===== src/inc/tbi_defs.vh =====
// Constants for the transmit telecom bus indicator block.
// Assumes inclusion by bare name from every design file that needs it.
`ifndef TBI_DEFS_VH
`define TBI_DEFS_VH

// Register port
`define TBI_ADDR_W          16
`define TBI_CTRL_ADDR       16'h0137
`define TBI_CTRL_RESET      8'h00

// Control register field positions
`define TBI_BIT_ENABLE      0
`define TBI_BIT_REPHASE_OFF 1
`define TBI_BIT_PAR_ODD     2
`define TBI_BIT_PAR_WIDE    3
`define TBI_BIT_PROTECT     4
`define TBI_BIT_PCLK_OUT    5

// Bus clock synthesis: 19.44 MHz from 100 MHz by phase accumulation
`define TBI_SYS_KHZ         100000
`define TBI_BUS_KHZ         19440
`define TBI_ACC_W           18
`define TBI_ACC_STEP        18'h04BF0
`define TBI_ACC_MOD         18'h186A0
`define TBI_ACC_HALF        18'h0C350

`endif


===== src/design/tbi_clock_synth.v =====
// Fractional divider making the 19.44 MHz telecom bus clock from clk.
// Assumes a 100 MHz clk; the output has one clk period of edge jitter.
`timescale 1ns/1ps
`include "tbi_defs.vh"

module tbi_clock_synth
(
   // Clock and reset
   input  wire clk,
   input  wire rstn,
   input  wire ce,
   // Generated bus clock
   output reg  busClk,
   output reg  busTick
);

   reg  [`TBI_ACC_W-1:0] acc;        // Phase accumulator
   wire [`TBI_ACC_W:0]   sum;        // Unwrapped next phase
   wire                  wrap;       // Phase crosses a full period
   wire [`TBI_ACC_W-1:0] next_acc;   // Wrapped next phase

   assign sum      = {1'b0, acc} + {1'b0, `TBI_ACC_STEP};
   assign wrap     = (sum >= {1'b0, `TBI_ACC_MOD});
   assign next_acc = wrap ? sum[`TBI_ACC_W-1:0] - `TBI_ACC_MOD : sum[`TBI_ACC_W-1:0];

   // Tick flags a phase wrap; the clock follows the phase one cycle late,
   // so it rises on the edge after the tick, where the bus pins load
   always @(posedge clk or negedge rstn)
   begin
      if (!rstn)
      begin
         acc     <= {`TBI_ACC_W{1'b0}};
         busClk  <= 1'b0;
         busTick <= 1'b0;
      end
      else if (ce)
      begin
         acc     <= next_acc;
         busClk  <= (acc < `TBI_ACC_HALF);
         busTick <= wrap;
      end
   end

endmodule // tbi_clock_synth


===== src/design/tbi_tx_bus.v =====
// Transmit side of the STS-3/STM-1 telecom bus output port.
// Assumes the framer supplies each byte with its markers in the cycle
// that byteReq is high, and software owns the control register port.
`timescale 1ns/1ps
`include "tbi_defs.vh"

module tbi_tx_bus
(
   // Clock, reset, enable
   input  wire                   clk,
   input  wire                   rstn,
   input  wire                   ce,
   // Control register port
   input  wire [`TBI_ADDR_W-1:0] regAddr,
   input  wire                   regWrite,
   input  wire                   regRead,
   input  wire [7:0]             regWdata,
   output reg  [7:0]             regRdata,
   output reg                    regAck,
   // Byte stream from the framer
   output wire                   byteReq,
   input  wire [7:0]             inData,
   input  wire                   inIsOverhead,
   input  wire                   inIsC1,
   input  wire                   inIsJ1,
   input  wire                   inPathAis,
   // Protect bus signals in ATM/PPP modes
   input  wire                   protectClkIn,
   input  wire                   protectParity,
   // Telecom bus pins
   output wire                   txBusClockOut,
   output wire                   txBusClockOe,
   output reg  [7:0]             txBusData,
   output reg                    txBytePhaseIndicator,
   output reg                    txAlarmIndicator,
   output wire                   txAlarmOe,
   output reg                    txBusParity,
   output reg                    txPayloadIndicator
);

   // Control register layout, one byte at the register address:
   //   bit 0    bus enable, byte stream and parity run
   //   bit 1    rephase off, phase and alarm indicators qualify
   //   bit 2    parity sense, set for odd
   //   bit 3    parity scope, set to add payload and phase markers
   //   bit 4    protect mode, pins take their ATM/PPP roles
   //   bit 5    protect clock and alarm pins driven, else inputs in protect mode
   //   bits 7:6 stored and read back, no effect
   // Reset value clears every field: bus off, not in protect mode.
   // Fields act at once; a parity or rephase change lands on the next bus byte.

   // Register and generated clock
   reg  [7:0] telecomBusControl;     // Control register
   wire       busClk;                // Synthesised bus clock
   wire       busTick;               // Bus clock rising edge

   // Decoded control fields
   wire       busEnable;             // Bus carries the STS-3 stream
   wire       rephaseOffMode;        // Rephase off selected
   wire       parOdd;                // Odd parity sense
   wire       parWide;               // Parity over data plus markers
   wire       protectMode;           // ATM or PPP over STS-3c
   wire       protectClkDrive;       // Protect clock driven by us
   wire       indicatorsOn;          // Phase and alarm qualify
   wire       ctrlHit;               // Address matches control reg

   // Markers computed for the byte being taken
   reg        next_phase;            // Phase indicator for next byte
   reg        next_payload;          // Payload indicator for next byte
   reg        next_alarm;            // Alarm for next byte

   assign busEnable       = telecomBusControl[`TBI_BIT_ENABLE];
   assign rephaseOffMode  = telecomBusControl[`TBI_BIT_REPHASE_OFF];
   assign parOdd          = telecomBusControl[`TBI_BIT_PAR_ODD];
   assign parWide         = telecomBusControl[`TBI_BIT_PAR_WIDE];
   assign protectMode     = telecomBusControl[`TBI_BIT_PROTECT];
   assign protectClkDrive = telecomBusControl[`TBI_BIT_PCLK_OUT];
   assign indicatorsOn    = busEnable & rephaseOffMode & ~protectMode;
   assign ctrlHit         = (regAddr == `TBI_CTRL_ADDR);

   // Parity of a byte plus two marker bits, sense selectable.
   // Even sense makes the XOR of all covered bits and the parity
   // bit zero; odd sense inverts that. Narrow scope ignores the
   // markers, so they may carry any value then.
   function parity10;
      input [7:0] data;
      input       pl;
      input       phase;
      input       wide;
      input       odd;
      begin
         parity10 = (^data) ^ (wide & (pl ^ phase)) ^ odd;
      end
   endfunction

   // Bus clock generator
   // Runs free while the bus is disabled, so the sink keeps a clock
   tbi_clock_synth uSynth
   (
      .clk     (clk),
      .rstn    (rstn),
      .ce      (ce),
      .busClk  (busClk),
      .busTick (busTick)
   );

   // Clock pin: bus clock normally, protect clock only in protect mode
   // In protect mode the pin follows the protect clock only when driven
   assign txBusClockOut = protectMode ? protectClkIn & protectClkDrive : busClk;
   assign txBusClockOe  = ~protectMode | protectClkDrive;
   // Alarm pin turns round only in protect mode
   assign txAlarmOe     = ~protectMode | protectClkDrive;

   // Byte timing, in clk cycles of one bus period:
   //   c0   busTick high, byteReq asks the framer, inputs sampled
   //   c1   bus clock rises and every bus pin loads on that edge
   //   c2+  pins hold until the next byteReq, 5 or 6 cycles on
   // Asking one cycle ahead of the rise keeps every pin launched by
   // the same edge as the clock pin, so the sink sees no skew.
   // byteReq stays low while disabled or in protect mode.
   // Framer is asked for a byte once per bus clock period
   assign byteReq = ce & busTick & busEnable & ~protectMode;

   // Indicator values for the byte being taken
   always @*
   begin
      // C1 counts as overhead even when not flagged
      next_payload = ~inIsOverhead & ~inIsC1;
      // J1 marks phase only inside payload
      next_phase   = indicatorsOn & (inIsC1 | (inIsJ1 & next_payload));
      // Alarm follows the path's AIS state byte by byte
      next_alarm   = indicatorsOn & inPathAis;
   end

   // Control register: write and registered read back
   always @(posedge clk or negedge rstn)
   begin
      if (!rstn)
      begin
         telecomBusControl <= `TBI_CTRL_RESET;
         regRdata          <= 8'h00;
         regAck            <= 1'b0;
      end
      else if (ce)
      begin
         // Every strobe is acknowledged, mapped or not, so software never stalls
         regAck <= regWrite | regRead;
         // Software picks parity sense and scope here
         if (regWrite && ctrlHit)
         begin
            telecomBusControl <= regWdata;
         end
         // Unmapped reads return zero
         // Read data is registered and stays until the next read
         if (regRead)
         begin
            regRdata <= ctrlHit ? telecomBusControl : 8'h00;
         end
      end
   end

   // Output stage: every pin of a byte loads on the same bus clock rise
   // A low ce freezes every pin except the protect-mode clock pin, with the rest of the state
   always @(posedge clk or negedge rstn)
   begin
      if (!rstn)
      begin
         txBusData            <= 8'h00;
         txBytePhaseIndicator <= 1'b0;
         txAlarmIndicator     <= 1'b0;
         txBusParity          <= 1'b0;
         txPayloadIndicator   <= 1'b0;
      end
      else if (ce)
      begin
         if (protectMode)
         begin
            // Alarm pin carries protect parity; bus markers idle
            // Payload marker holds; the pin is not a bus output here
            txAlarmIndicator     <= protectParity;
            txBytePhaseIndicator <= 1'b0;
            txBusParity          <= 1'b0;
         end
         else if (!busEnable)
         begin
            // Disabled bus: indicators and parity held low
            // Data byte keeps its last value while no byte is taken
            txBytePhaseIndicator <= 1'b0;
            txAlarmIndicator     <= 1'b0;
            txBusParity          <= 1'b0;
            txPayloadIndicator   <= 1'b0;
         end
         else if (busTick)
         begin
            // One byte per bus period, phase pulse lasts that period
            // Markers and parity come from the same inputs as the data
            txBusData            <= inData;
            txPayloadIndicator   <= next_payload;
            txBytePhaseIndicator <= next_phase;
            txAlarmIndicator     <= next_alarm;
            txBusParity          <= parity10(inData, next_payload, next_phase,
                                             parWide, parOdd);
         end
      end
   end

endmodule // tbi_tx_bus


===== config.mk =====
export PLATFORM = sky130hd
export DESIGN_NAME = tbi_tx_bus
export DESIGN_NICKNAME = d
export VERILOG_FILES = /design/src/design/tbi_clock_synth.v /design/src/design/tbi_tx_bus.v
export VERILOG_INCLUDE_DIRS = /design/src /design/src/inc
export SDC_FILE = /design/constraint.sdc
export NUM_CORES = 1
export LEC_CHECK = 0
export BUFFER_PORTS_ARGS = -buffer_cell sky130_fd_sc_hd__buf_2
export CAP_MARGIN = 30
export CORE_UTILIZATION = 35
export CTS_CLUSTER_SIZE = 12
export DETAILED_ROUTE_END_ITERATION = 6
export GPL_TIMING_DRIVEN = 0
export HOLD_SLACK_MARGIN = 0.1
export MAX_ROUTING_LAYER = met4
export PLACE_DENSITY = 0.56
export SKIP_CTS_REPAIR_TIMING = 1
export SYNTH_ARGS = -nofsm -noshare
export SYNTH_HDL_FRONTEND = slang
export SYNTH_SLANG_ARGS = --single-unit
export TNS_END_PERCENT = 10

===== constraint.sdc =====
create_clock -name clk -period 2.9 [get_ports clk]
set_input_delay 0.435 -clock clk [delete_from_list [all_inputs] [get_ports clk]]
set_output_delay 0.435 -clock clk [all_outputs]
set_load 0.01 [all_outputs]

==> impl_summary.txt <==
----------------------------------------------------
[Floorplan]
  Core area ... just under 8000 µm²
  Count of pins on the block boundary ... 68
  Horiz. Die Dim ... 91.1 µm
  Die outline area ... between 8000 and 9000 µm²
  Effective utilization at floorplan ... 0.361
  Rows ... 32
  Die height ... 91.1 µm

[Worst hold path]
  WHS Endpoint ... txBusData[2]
  Instance count along the most critical hold path ... 3
  Launch instance of the worst min-delay path ... inData[2]
  Path type of the worst min-delay path ... primary input to flop

[Power]
  Leakage ... ~1.6 nW
  Max VDD drop ... 0.393 mV
  Power per cell area ... 957 nW/µm²
  Post-layout total power ... about 3.3 mW

[Critical path]
  Most frequent CP cell ... sky130_fd_sc_hd__buf_6
  Series of cell instances along the critical path ... inv_1 > ha_1 > buf_6 > nor3b_4 > nor4_2 > o311a_1 > o221ai_2 > a21oi_4 > buf_6 > buf_6 > o21ai_1 > nand3_1 > xnor2_1
  Required time of the critical path ... just over 3 ns
  Crit Path Max Fanout ... 10
  Critical path's slowest cell ... sky130_fd_sc_hd__dfrtp_2
  Crit path launch type ... flop
  Path depth of the worst reg2reg path ... 13
  Reg-to-reg slack, setup ... roughly 0.13 ns
  Buffering stage count on the worst path with inverters included ... 4
  Destination of the worst register-to-register timing path ... uSynth.acc[15]
  Worst reg2reg startpoint ... uSynth.acc[4]
  Classification of the worst setup path ... flop to flop
  Cell family with the largest share of critical-path delay ... compound AO/OA/AOI/OAI gates
  Arrival time reported for the critical path endpoint ... approximately 3.0 ns
  CP peak stage delay ... around 0.45 ns
  Element type at the critical path end ... flop

[CTS]
  Register clock-pin slew on the reported worst setup and hold paths ... 0.09 ns
  Root buffer cell ... sky130_fd_sc_hd__clkbuf_8
  TritonCTS Sinks ... 45
  TritonCTS buffer count ... 5
  Skew-Pair Late Insertion Delay ... 0.30 ns
  Number of H-tree levels ... 2
  Clock tree from TritonCTS ... yes
  Clock tree buffer depth ... 2

[Synthesis]
  Largest cells by area after synthesis ... sky130_fd_sc_hd__dfrtp_1 (41%), sky130_fd_sc_hd__nand2_1 (7.4%), sky130_fd_sc_hd__xnor2_1 (6.9%), sky130_fd_sc_hd__mux2_2 (4.5%), sky130_fd_sc_hd__o21ai_0 (3.4%)
  Top cell type's share of synthesized area ... 0.406
  Yosys top cell by area ... sky130_fd_sc_hd__dfrtp_1
  Net count after synthesis ... 353
  Syn Area/Cell ... ~9 µm²
  Flip-flop and latch count after synthesis ... 45
  Gate count of the mapped netlist ... 307
  Post-synth ARST share ... 1.00
  Netlist Area Pre-Place ... between 2000 and 3000 µm²
  Post-synth EDFFs ... 0
  Share of synthesized area occupied by flip-flops and latches ... 0.406
  Number of warnings printed during yosys synthesis ... 0
  Post-synth top flop ... sky130_fd_sc_hd__dfrtp_1
  Count of cell types in the netlist ... 57

[Global routing]
  Leftover overflow at the end of global routing ... 0
  Vias in the first global route ... between 2000 and 2500
  First-pass GRT wire length ... around 11000 µm
  Overall fraction of global-route tracks in use ... 0.166
  Initial antenna violation count ... 0
  Largest net degree at the start of global routing ... 38

[Detailed routing]
  Number of routed nets with antenna violations ... 0
  Wire length on met1 ... approximately 3200 µm
  Detailed-routed wire length on met3 ... 335 µm
  Detailed-route DRC error count ... 0
  Wire per inst ... approximately 13 µm
  Met2 WL ... 2990 µm
  Vias after detailed routing ... around 2400
  Total routed wirelength ... ~6500 µm
  Detailed Routing Iterations Pass 1 ... 4
  DRC violation total after the first TritonRoute iteration ... 100
  Uppermost routed layer ... met4
  Detailed-route vias per instance ... around 5.0

[Timing]
  Maximum clock frequency ... 361 MHz
  Layout Skew ... 0.00611 ns
  Final Hold Violating Endpoints ... 0
  Worst rel slew slack ... 0.630
  Worst-margin pin slew ... 0.555 ns
  Post-route setup TNS ... 0 ns
  Crit share post-route ... 0.956
  Min Tclk post-route ... 2.77 ns
  Max-slew violations ... 0
  Final setup violating endpoints ... 0
  Unrepaired setup endpoints after global routing ... true

[Status]
  Outcome ... finished clean

[Place]
  Weighted congestion reported at the end of routability-driven placement ... 0.913
  Placed Instances ... between 400 and 500
  Post-place instance area ... about 3300 µm²
  Number of buffers inserted by port buffering ... 66
  HPWL Detailed ... ~4800 µm

[Final layout]
  Most common library cell in the layout ignoring fill and taps ... sky130_fd_sc_hd__buf_2
  Diode count ... 0
  Total number of nets in the final design ... between 400 and 500
  Filler instances ... 788
  Most frequent cells in the layout ... sky130_fd_sc_hd__buf_2 (68), sky130_fd_sc_hd__nand2_1 (55), sky130_fd_sc_hd__dfrtp_1 (43), sky130_fd_sc_hd__xnor2_1 (21), sky130_fd_sc_hd__o21ai_0 (19)
  Finished Cell Area ... ~3500 µm²
  Final non-filler cell total ... 492
  Layout cells sized above 1 ... 0.328
  Synthesis-to-layout area growth ... 25.3%

[Flow run]
  Max-Cap Viols ... 0

----------------------------------------------------
-- synthesized netlist by cell type (3+ instances only) --
| cell | number |
|---|---|
| sky130_fd_sc_hd__nand3_1 | 5 |
| sky130_fd_sc_hd__nand2_1 | 55 |
| sky130_fd_sc_hd__o211ai_1 | 3 |
| sky130_fd_sc_hd__clkbuf_1 | 9 |
| sky130_fd_sc_hd__a21oi_2 | 3 |
| sky130_fd_sc_hd__inv_1 | 8 |
| sky130_fd_sc_hd__xor2_1 | 5 |
| sky130_fd_sc_hd__dfrtp_1 | 45 |
| sky130_fd_sc_hd__nor3_1 | 11 |
| sky130_fd_sc_hd__ha_1 | 3 |
| sky130_fd_sc_hd__o21ai_0 | 19 |
| sky130_fd_sc_hd__a21oi_1 | 8 |
| sky130_fd_sc_hd__nor2_1 | 17 |
| sky130_fd_sc_hd__and3_1 | 3 |
| sky130_fd_sc_hd__mux2_2 | 11 |
| sky130_fd_sc_hd__xnor2_1 | 22 |
| sky130_fd_sc_hd__nand2b_1 | 5 |
| sky130_fd_sc_hd__nor2b_1 | 4 |
| sky130_fd_sc_hd__buf_6 | 4 |
| sky130_fd_sc_hd__o21ai_1 | 11 |
| sky130_fd_sc_hd__or3_1 | 3 |
| sky130_fd_sc_hd__o21a_1 | 6 |
| sky130_fd_sc_hd__nor4_1 | 5 |
-- state kept, by name (all words and copies together), names as in the netlist --
signal and cells:
txAlarmIndicator 1, txBytePhaseIndicator 1, txPayloadIndicator 1, txBusData 8
regRdata 8, txBusParity 1, uSynth.acc 14, telecomBusControl 8
regAck 1, uSynth.busClk 1, uSynth.busTick 1
-- worst min-delay path, delay by kind of cell --
family | cells | cell delay [ns]
buffers and inverters | 1 | 0.10
and+or+nand+nor | 2 | 0.10
-- worst max-delay path by stage --
stage | start | to | slack [ns] | cells past startpoint
after floorplan | uSynth.acc[4] | uSynth.acc[14] | 0.30 | 11
after global placement | uSynth.acc[4] | uSynth.acc[10] | -0.12 | 14
after detailed placement | uSynth.acc[4] | uSynth.acc[10] | -0.09 | 14
after CTS | uSynth.acc[4] | uSynth.acc[10] | -0.14 | 14
after global routing | uSynth.acc[4] | uSynth.acc[10] | -0.03 | 13
final | uSynth.acc[4] | uSynth.acc[15] | 0.13 | 13
-- power by group --
group	internal (mW)	switching (mW)	leakage, nW
clock network	0.194	0.223	0.0512
logic	0.925	1.12	0.974
registers	0.753	0.113	0.588
-- final cells by class --
class	count	area (µm²)	share of cell area
Tap cell	102	128	0.0367
Sequential cell	45	1130	0.324
Multi-Input combinational cell	233	1560	0.448
Inverter	10	37.5	0.0108
Clock buffer	6	82.6	0.0237
Buffer	19	120	0.0345
Clock inverter	2	13.8	0.00396
Timing Repair Buffer	75	410	0.118
-- cells by family after synthesis --
logic type                 count (synthesis)  synth area share
buffers and inverters                     29            0.0545
AOI/OAI and AO/OA                         68             0.163
adders and majority gates                  3            0.0135
and+or+nand+nor                          123             0.228
muxes                                     11            0.0446
DFF                                       45             0.406
xor gates and xnor gates                  28            0.0910
-- routing by layer --
metal,up-vias,track usage
met5,-,-
met4,0,0.0370
met3,4,0.0293
li1,1234,-
met2,68,0.267
met1,1143,0.220
-- per-stage QoR --
stage                     setup slack (ns)  utilization  hold WS (ns)
after CTS                           -0.140        0.436       -0.0120
after global placement              -0.116        0.421         0.455
after detailed placement           -0.0944        0.423         0.323
after global routing               -0.0341        0.452         0.350
after floorplan                      0.303            -         0.139
final                                0.127        0.452         0.354
Note: power is estimated with default switching activity, not from simulation.
